$ cat src/mrpr_pkg.sv
// shared constants and state type of the multirate pipeline register
package mrpr_pkg;

   // ------------------------------------------------------------------
   // apb register map (byte addresses)
   // ------------------------------------------------------------------
   localparam logic [7:0] OFS_CTRL = 8'h00;
   localparam logic [7:0] OFS_RATE = 8'h04;
   localparam logic [7:0] OFS_STATUS = 8'h08;
   localparam logic [7:0] OFS_OUT = 8'h0c;

   // ------------------------------------------------------------------
   // field positions and reset values
   // ------------------------------------------------------------------
   localparam int CTRL_RUN_BIT = 0;
   localparam int CTRL_BASE_BIT = 1;
   localparam int CTRL_CLR_BIT = 2;
   localparam int STAT_LAT_BIT = 16;
   localparam logic [15:0] RATE_RST = 16'h0003;
   localparam logic CTRL_RUN_RST = 1'b1;

   // ------------------------------------------------------------------
   // whole control state of the top level
   // ------------------------------------------------------------------
   typedef struct packed {
      logic run;
      logic base_sel;
      logic clr_pulse;
      logic [15:0] div;
      logic [15:0] div_cnt;
      logic [15:0] load_cnt;
      logic [31:0] prdata;
      logic pslverr;
   } mrpr_state_t;

endpackage : mrpr_pkg

$ cat src/mrpr_chain.sv
// register chain that carries one sample word through a number of stages
`timescale 1ns/1ps
module mrpr_chain #(
   parameter int WIDTH = 16,
   parameter int STAGES = 2
) (
   input wire logic i_clk,
   input wire logic i_rst_n,
   input wire logic i_load,
   input wire logic i_clear,
   input wire logic [WIDTH-1:0] i_data,
   output logic [WIDTH-1:0] o_data
);

   typedef struct packed {
      logic [STAGES-1:0][WIDTH-1:0] stage;
   } mrpr_chain_t;

   mrpr_chain_t chain_reg;
   mrpr_chain_t chain_next;
   logic [STAGES-1:0][WIDTH-1:0] shifted;

   // ------------------------------------------------------------------
   // shift path
   // ------------------------------------------------------------------
   // chain of stages
   assign shifted[0] = i_data;
   for (genvar g = 1; g < STAGES; g++) begin : g_stage
      assign shifted[g] = chain_reg.stage[g-1];
   end

   // clear beats enable, no load holds every stage
   always_comb begin
      chain_next = chain_reg;
      if (i_clear) begin
         chain_next.stage = '0;
      end else if (i_load) begin
         chain_next.stage = shifted;
      end
   end

   always_ff @(posedge i_clk) begin
      if (!i_rst_n) begin
         chain_reg <= '0;
      end else begin
         chain_reg <= chain_next;
      end
   end

   assign o_data = chain_reg.stage[STAGES-1];

   // ------------------------------------------------------------------
   // checks
   // ------------------------------------------------------------------
   logic src_msb;
   assign src_msb = shifted[STAGES-1][WIDTH-1];
endmodule : mrpr_chain

$ cat src/mrpr_top.sv
// multirate pipeline register: sample chain with apb control
//
// What this block does
// - the input word reaches the output through a chain of at least one register stage.
// - more stages may be chosen to lower the chance of metastability.
// - a clock enable input gates loading only when that build option is on.
// - a synchronous clear input empties all stages only when that build option is on.
// - the output word has exactly the width of the input word, integer plus fraction bits.
// - the sign bit (msb) of a signed word passes through unchanged.
// - stages advance on every base clock edge or, if not selected, on the derived rate.
// - only related rates may be joined; unrelated clocks need a dual-clock fifo outside.
// - going slow to fast, latency should be at least one slow period; fewer stages than div+1 only set the STATUS flag (bit 16).
//
// Chosen here: the placing of the registers and the APB slave port.
`timescale 1ns/1ps
module mrpr_top #(
   parameter int INT_BITS = 8,
   parameter int FRAC_BITS = 8,
   parameter int STAGES = 2,
   parameter bit USE_ENA = 1'b1,
   parameter bit USE_SCLR = 1'b1,
   parameter bit USE_BASE_CLOCK = 1'b1
) (
   input wire logic I_CLOCK,
   input wire logic I_RST_N,
   input wire logic I_PSEL,
   input wire logic I_PENABLE,
   input wire logic I_PWRITE,
   input wire logic [7:0] I_PADDR,
   input wire logic [31:0] I_PWDATA,
   output logic [31:0] O_PRDATA,
   output logic O_PREADY,
   output logic O_PSLVERR,
   input wire logic [INT_BITS+FRAC_BITS-1:0] I_DATA,
   input wire logic I_ENA,
   input wire logic I_SCLR,
   output logic [INT_BITS+FRAC_BITS-1:0] O_DATA
);

   localparam int W = INT_BITS + FRAC_BITS;

   initial begin
      if (STAGES < 1) begin
         $error("stage count must be at least one");
      end
   end

   mrpr_pkg::mrpr_state_t state_reg;
   mrpr_pkg::mrpr_state_t state_next;
   logic ena_eff;
   logic sclr_eff;
   logic rate_tick;
   logic load;
   logic lat_short;
   logic [31:0] rd_data;
   logic rd_hit;
   logic wr_acc;

   // ------------------------------------------------------------------
   // enable, clear and rate selection
   // ------------------------------------------------------------------
   // enable only if built in
   assign ena_eff = state_reg.run & (USE_ENA ? I_ENA : 1'b1);
   assign sclr_eff = state_reg.clr_pulse | (USE_SCLR ? I_SCLR : 1'b0);
   assign rate_tick = state_reg.base_sel | (state_reg.div_cnt == 16'h0000);
   assign load = ena_eff & rate_tick;

   assign lat_short = !state_reg.base_sel &&
                      (({1'b0, state_reg.div} + 17'h00001) > 17'(STAGES));

   // ------------------------------------------------------------------
   // register read mux
   // ------------------------------------------------------------------
   always_comb begin
      rd_data = 32'h00000000;
      rd_hit = 1'b1;
      unique case (I_PADDR)
         mrpr_pkg::OFS_CTRL: begin
            rd_data[mrpr_pkg::CTRL_RUN_BIT] = state_reg.run;
            rd_data[mrpr_pkg::CTRL_BASE_BIT] = state_reg.base_sel;
         end
         mrpr_pkg::OFS_RATE: begin
            rd_data[15:0] = state_reg.div;
         end
         mrpr_pkg::OFS_STATUS: begin
            rd_data[15:0] = state_reg.load_cnt;
            rd_data[mrpr_pkg::STAT_LAT_BIT] = lat_short;
         end
         mrpr_pkg::OFS_OUT: begin
            rd_data = 32'(O_DATA);
         end
         default: begin
            rd_hit = 1'b0;
         end
      endcase
   end

   // zero wait states: the access phase always completes
   assign wr_acc = I_PSEL & I_PENABLE & I_PWRITE;

   // ------------------------------------------------------------------
   // next state
   // ------------------------------------------------------------------
   always_comb begin
      state_next = state_reg;
      state_next.clr_pulse = 1'b0;
      // divider reloads on every rate tick: its own terminal count, or every cycle at base rate
      if (rate_tick) begin
         state_next.div_cnt = state_reg.div;
      end else begin
         state_next.div_cnt = 16'(state_reg.div_cnt - 16'h0001);
      end
      if (load && !sclr_eff) begin
         state_next.load_cnt = 16'(state_reg.load_cnt + 16'h0001);
      end
      // read data latched in setup, so prdata comes from a flop
      if (I_PSEL && !I_PENABLE) begin
         state_next.prdata = rd_hit ? rd_data : 32'h00000000;
         state_next.pslverr = !rd_hit;
      end
      if (wr_acc && I_PADDR == mrpr_pkg::OFS_CTRL) begin
         state_next.run = I_PWDATA[mrpr_pkg::CTRL_RUN_BIT];
         state_next.base_sel = I_PWDATA[mrpr_pkg::CTRL_BASE_BIT];
         state_next.clr_pulse = I_PWDATA[mrpr_pkg::CTRL_CLR_BIT];
      end
      if (wr_acc && I_PADDR == mrpr_pkg::OFS_RATE) begin
         state_next.div = I_PWDATA[15:0];
         state_next.div_cnt = I_PWDATA[15:0]; // restart phase on new rate
      end
   end

   always_ff @(posedge I_CLOCK) begin
      if (!I_RST_N) begin
         state_reg <= '{run: mrpr_pkg::CTRL_RUN_RST, base_sel: USE_BASE_CLOCK,
                        clr_pulse: 1'b0, div: mrpr_pkg::RATE_RST,
                        div_cnt: mrpr_pkg::RATE_RST, load_cnt: 16'h0000,
                        prdata: 32'h00000000, pslverr: 1'b0};
      end else begin
         state_reg <= state_next;
      end
   end

   assign O_PRDATA = state_reg.prdata;
   assign O_PSLVERR = state_reg.pslverr;
   assign O_PREADY = 1'b1;

   // ------------------------------------------------------------------
   // sample chain
   // ------------------------------------------------------------------
   mrpr_chain #(
      .WIDTH(W),
      .STAGES(STAGES)
   ) u_chain (
      .i_clk(I_CLOCK),
      .i_rst_n(I_RST_N),
      .i_load(load),
      .i_clear(sclr_eff),
      .i_data(I_DATA),
      .o_data(O_DATA)
   );

   // ------------------------------------------------------------------
   // checks
   // ------------------------------------------------------------------
   int run_cnt;
   always_ff @(posedge I_CLOCK) begin
      if (!I_RST_N) begin
         run_cnt <= 0;
      end else if (load && !sclr_eff) begin
         run_cnt <= (run_cnt < STAGES) ? run_cnt + 1 : STAGES;
      end else begin
         run_cnt <= 0;
      end
   end
endmodule : mrpr_top

$ cat config.mk
export PLATFORM = sky130hd
export DESIGN_NAME = mrpr_top
export DESIGN_NICKNAME = d
export VERILOG_FILES = /design/src/mrpr_pkg.sv /design/src/mrpr_chain.sv /design/src/mrpr_top.sv
export SDC_FILE = /design/constraint.sdc
export NUM_CORES = 1
export LEC_CHECK = 0
export ABC_AREA = 1
export BUFFER_PORTS_ARGS = -buffer_cell sky130_fd_sc_hd__buf_4
export CELL_PAD_IN_SITES_DETAIL_PLACEMENT = 0
export CELL_PAD_IN_SITES_GLOBAL_PLACEMENT = 1
export CORE_UTILIZATION = 35
export CTS_CLUSTER_SIZE = 8
export DETAILED_ROUTE_END_ITERATION = 7
export GPL_ROUTABILITY_DRIVEN = 0
export PLACE_DENSITY = 0.74
export SYNTH_ARGS = -nofsm -noshare
export SYNTH_HDL_FRONTEND = slang
export SYNTH_SLANG_ARGS = --single-unit
$ cat constraint.sdc
create_clock -name I_CLOCK -period 1.75 [get_ports I_CLOCK]
set_input_delay 0.2625 -clock I_CLOCK [delete_from_list [all_inputs] [get_ports I_CLOCK]]
set_output_delay 0.2625 -clock I_CLOCK [all_outputs]
set_load 0.1 [all_outputs]
==> results.ini, run 1 <==
[logic_synthesis]
sequential_element_share_of_the_synthesized_area=0.3633
async_flop_share=0
postSynthRegisterBits=101
synth_warnings=0
netlist_area_um2=5565
synthDistinctLibCells=39
synth_flop_type=dfxtp_1
synthCells=799
yosysTopAreaCell=dfxtp_1
synth.avg_cell_area_um2=6.965
synth_enable_flop_cells=0
synthTopCellsByArea=dfxtp_1 (36%), nand2_1 (16%), a21oi_1 (8.5%)
top_cell_type_s_share_of_synthesized_area=0.3633

[critical_path]
crit_path_max_fanout=19
crit_path_start_kind=register
criticalPathCategory=register to register
critical_path.cell_chain=or2_4, nor3_4, nand2_1, nand2_2, nand3_4, o21ai_0, a21oi_1
timing.critical_path.required_ns=2.00
setup.reg_to_reg.worst_slack_ns=0.04
timing.critical_path.slowest_cell_delay_ns=0.35
crit_path_top_delay_cell=dfxtp_1
timing.critical_path.to_type=register
worst_ep_arrival_time_ns=1.96

[run_status]
status=finished, final reports clean

[timing]
maxSlewViolCount=0
fin_setup_tns_ns=0
holdWs_ns=0.1302
timing.final.hold_violations=0
fmax_mhz=585.2
fin_skew_ns=0.008549
min_period_over_period=0.9765
period_needed_ns=1.709
report.final.setup_viol=0
setup_repair_after_global_routing_missed_its_margin=true

[power_and_ir_drop]
cellPowerDensity_nw_per_um2=742.7
ir_worst_vdd_v=0.0004221
power.total_mw=4.908
cellLeakagePower_nw=2.587

[floorplanning]
initial_core_util=0.3621
die-area_um2=16410
area_inside_the_core_boundary_um2=15370
die-width_um=128.1
fp-row-count=45
ios=113
die-height_um=128.1

[routing]
wl_um=15380
detail_route.drc_violations=0
detail_route.iter0.violations=320
drt-vias-per-instance=4.789
vias=5153
drtPass1Iterations=5
routedWlPerCell_um=14.29
route.antenna.remaining_nets=0

[worst_hold_path]
timing.hold.worst.class=input pin to register

[final_layout]
antennaDiodeCount=0
drive_gt1_frac=0.1942
finalInstanceArea_um2=6609
largest_register_ff_count=51
nNetsFinal=928
syn_to_final_growth_pct=18.75

[clock_tree]
cts_tree=yes
cts_max_path_buffers=2
post_cts.repair.setup_buffers=0
clk_transition_reported_paths_ns=0.07
cts_hold_repair.buffers=0
clock_sinks=101
later_pin_clock_latency_in_the_skew_report_ns=0.36
h-tree-depth=3
clock_tree.root_cell=clkbuf_16
cts-buffers-inserted=9

[global_routing]
grt_pass1_vias=4720
grt.overflow.total=0
grt.total_usage=0.1977
first_pass_grt_wire_length_um=25140
pin_count_of_the_biggest_net_entering_global_routing=33
number_of_antenna_violations_at_the_first_check_in_global_routing=0

[job]
cap_violations=0

[placement]
hpwl_um=11280
placedInstanceArea_um2=6182
io_buffer_count=80

[cells in the mapped netlist (4+ instances only)]
cell	n
nand4_1	8
buf_6	10
clkbuf_1	14
a21oi_1	94
inv_1	52
o221ai_1	6
nor2_1	46
dfxtp_1	101
xor2_1	15
buf_2	4
o21ai_0	36
ha_1	5
nor3_1	8
nand3_1	55
inv_2	4
xnor2_1	7
nand2_1	244
o211ai_1	12
buf_4	50
[where the power goes]
group	switching, mW	total (mW)	internal, mW
Combinational	0.343	0.473	0.130
Sequential	0.0126	2.33	2.32
Clock	0.973	2.11	1.13
[routing by layer]
| layer | part of all wire | wire [um] | track usage |
|---|---|---|---|
| met5 | 0 | 0 | 0 |
| met4 | 0.012 | 189 | 0.06021 |
| met3 | 0.057 | 877 | 0.03881 |
| met2 | 0.42 | 6439 | 0.2960 |
| met1 | 0.51 | 7875 | 0.2838 |
[worst max-delay path: cells and delay by family, from the launching register on]
family | cells | cell delay (ns)
DFF | 1 | 0.35
AOI/OAI and AO/OA | 2 | 0.30
and+or+nand+nor | 5 | 0.95
[cells by family after synthesis]
logic type,after synthesis,synth area share
DFF,101,0.3633
and+or+nand+nor,380,0.2988
AOI/OAI and AO/OA,154,0.1515
adders and majority gates,5,0.01124
other,2,0.001349
xor gates and xnor gates,22,0.03462
buffers and inverters,135,0.1392
[through the flow]
stage,cells,utilization,worst slack (ns)
after floorplan,813,-,0.1535
after global placement,1059,0.4022,0.02681
after detailed placement,1059,0.4022,-0.008036
after CTS,1075,0.4225,0.02648
after global routing,1076,0.4300,-0.1117
final,1076,0.4300,0.04108
[placed cells by master, fill, tap and decap left out, types with 2 or more instances in the layout]
| master | instances |
|---|---|
| or2_4 | 2 |
| a21oi_2 | 8 |
| nand2_2 | 2 |
| nor2_2 | 4 |
| ha_1 | 4 |
| nand4_1 | 8 |
| conb_1 | 16 |
| xor2_1 | 15 |
| nor2_1 | 44 |
| inv_6 | 3 |
| o221ai_1 | 6 |
| nor3_1 | 8 |
| inv_2 | 3 |
| o211ai_1 | 12 |
| dfxtp_1 | 96 |
| xnor2_1 | 7 |
| nor4_4 | 2 |
| nor4_1 | 2 |
| buf_12 | 3 |
| o21ai_1 | 2 |
| nand2_1 | 244 |
| dfxtp_2 | 5 |
| buf_4 | 108 |
| nor3_4 | 2 |
| nand3_1 | 54 |
| clkinv_4 | 2 |
| o21ai_0 | 35 |
| a31oi_1 | 2 |
| a21oi_1 | 86 |
| clkbuf_16 | 10 |
| inv_1 | 52 |
[timing repair]
action | in CTS | in global routing
gates cloned | 0 | 1
pin swaps | 0 | 1
setup endpoints to repair | 5 | 55
resized for setup | 2 | 28
[path summary, 6_finish.rpt]
path,cells after the start,to,from
hold / removal,3,state_reg[83],I_PWDATA[0]
hold reg to reg,2,u_chain.o_data[9],u_chain.chain_reg[9]
setup / recovery,7,state_reg[34],state_reg[58]
setup reg to reg,7,state_reg[34],state_reg[58]
[final cells by class]
type / count / area, um2
Clock buffer: 9 / 225.2
Clock inverter: 7 / 81.33
Fill cell: 1666 / 8762
Inverter: 57 / 219.0
Multi-Input combinational cell: 577 / 2869
Sequential cell: 101 / 2028
Tap cell: 211 / 264.0
Timing Repair Buffer: 114 / 922.1
(Power assumes the default switching activity.)
==> inputs of run 2 (changes only) <==
CELL_PAD_IN_SITES_DETAIL_PLACEMENT = default   (was 0)
CELL_PAD_IN_SITES_GLOBAL_PLACEMENT = default   (was 1)
CTS_CLUSTER_SIZE = default   (was 8)
PLACE_DENSITY = 0.56   (was 0.74)
==> results.ini, run 2 (same netlist as run 1, synthesis figures left out) <==
[routing]
wl_um=15350
drt-vias-per-instance=4.800
vias=5203
detail_route.iter0.violations=302
route.antenna.remaining_nets=0
routedWlPerCell_um=14.16
detail_route.drc_violations=0
drtPass1Iterations=5

[timing]
maxSlewViolCount=0
fin_setup_tns_ns=0
min_period_over_period=0.9948
fmax_mhz=574.4
report.final.setup_viol=0
holdWs_ns=0.1281
timing.final.hold_violations=0
setup_repair_after_global_routing_missed_its_margin=true
period_needed_ns=1.741
fin_skew_ns=0.01185

[floorplanning]
die-width_um=128.1
ios=113
die-area_um2=16410
die-height_um=128.1
initial_core_util=0.3621
area_inside_the_core_boundary_um2=15370
fp-row-count=45

[power_and_ir_drop]
power.share.sequential=0.485
logic_gate_share_of_total_power=0.100
clockPowerShare=0.415
p_sw_mw=1.356
p_int_mw=3.445
power.total_mw=4.801
p_sw_frac=0.2824
cellLeakagePower_nw=2.618
ir_worst_vdd_v=0.0006278
cellPowerDensity_nw_per_um2=711.9

[critical_path]
worst_ep_arrival_time_ns=2.04
crit_path_max_fanout=23
crit_path_start_kind=register
criticalPathCategory=register to register
timing.critical_path.to_type=register
timing.critical_path.required_ns=2.05

[clock_tree]
clk_transition_reported_paths_ns=0.07
clock_sinks=101
later_pin_clock_latency_in_the_skew_report_ns=0.36
cts_tree=yes
h-tree-depth=3
clock_tree.root_cell=clkbuf_16
cts_max_path_buffers=2
cts-buffers-inserted=9

[global_routing]
grt.total_usage=0.1920
grt.overflow.total=0
first_pass_grt_wire_length_um=24390
pin_count_of_the_biggest_net_entering_global_routing=46
number_of_antenna_violations_at_the_first_check_in_global_routing=0
grt_pass1_vias=4720

[final_layout]
antennaDiodeCount=0
finish.utilization=0.4387
syn_to_final_growth_pct=21.18
layout_commonest_cell=nand2_1
drive_gt1_frac=0.2245
largest_register_ff_count=51
finalInstanceArea_um2=6744
commonest_cells_after_routing_fill_and_taps_aside=nand2_1 (236), buf_4 (114), dfxtp_1 (96)
nNetsFinal=936
filler_cell_count=1660

[job]
cap_violations=0

[placement]
hpwl_um=11110
placedInstanceArea_um2=6225
io_buffer_count=80

[run_status]
status=finished, final reports clean

[worst_hold_path]
timing.hold.worst.class=input pin to register

[run 2: cell count changes in the layout (fill, tap and decap cells not counted), moves of 5 or more]
cell / before / now
buf_4: 108 / 114
nor2_2: 4 / 9
nor2_1: 44 / 38
nand2_1: 244 / 236
nand2_2: 2 / 9
[run 2: what timing repair did]
action | 4_1_cts | 5_1_grt
setup buffers | 0 | 3
setup endpoints to repair | 0 | 61
hold buffers | 0 | 0
resized for setup | 0 | 53
[run 2: final timing paths]
path         cells after the start                     to  slack (ns)                   from
max reg2reg                     10          state_reg[43]       0.009          state_reg[50]
min                              3          state_reg[83]        0.13            I_PWDATA[0]
max                             10          state_reg[43]       0.009          state_reg[50]
min reg2reg                      2  u_chain.chain_reg[10]        0.46  u_chain.chain_reg[10]
[run 2: metrics by stage]
stage / cells / setup slack (ns)
2_1_floorplan: 813 / 0.1535
3_5_place_dp: 1063 / -0.01903
6_report: 1084 / 0.009185
4_1_cts: 1079 / 0.01028
3_3_place_gp: 1063 / -0.02706
5_1_grt: 1084 / -0.1246
[run 2: layout make-up]
class,count,area [um2],share of cell area
tap,211,264.0,0.03915
clock inverter,7,63.81,0.009462
multi-input combinational,577,2944,0.4365
timing repair buffer,122,999.7,0.1482
clock buffer,9,225.2,0.03340
inverter,57,216.5,0.03210
sequential,101,2031,0.3011
[run 2: per-layer routing]
metal | up-vias | GRT usage | wire (um)
li1 | 2689 | - | -
met1 | 2398 | 0.2720 | 7730
met2 | 106 | 0.2871 | 6554
met3 | 10 | 0.04466 | 877
met4 | 0 | 0.05813 | 183
met5 | - | 0 | 0
[run 2: power groups by stage]
stage | logic, mW | clock network (mW) | registers [mW]
floorplan | 0.349 | 0 | 2.39
global placement | 0.459 | 0 | 2.38
detailed placement | 0.460 | 0 | 2.38
CTS | 0.461 | 2.05 | 2.33
global route | 0.514 | 2.15 | 2.33
finish | 0.481 | 1.99 | 2.33
[run 2: critical path, stage by stage (launching register included)]
cell and delay [ns]:
dfxtp_2 0.32, inv_2 0.07, ha_4 0.14, nand3_4 0.08, nor4_4 0.25, buf_4 0.17, a21oi_4 0.07, nor2_8 0.16
buf_12 0.18, nand3_1 0.11, a21oi_2 0.12
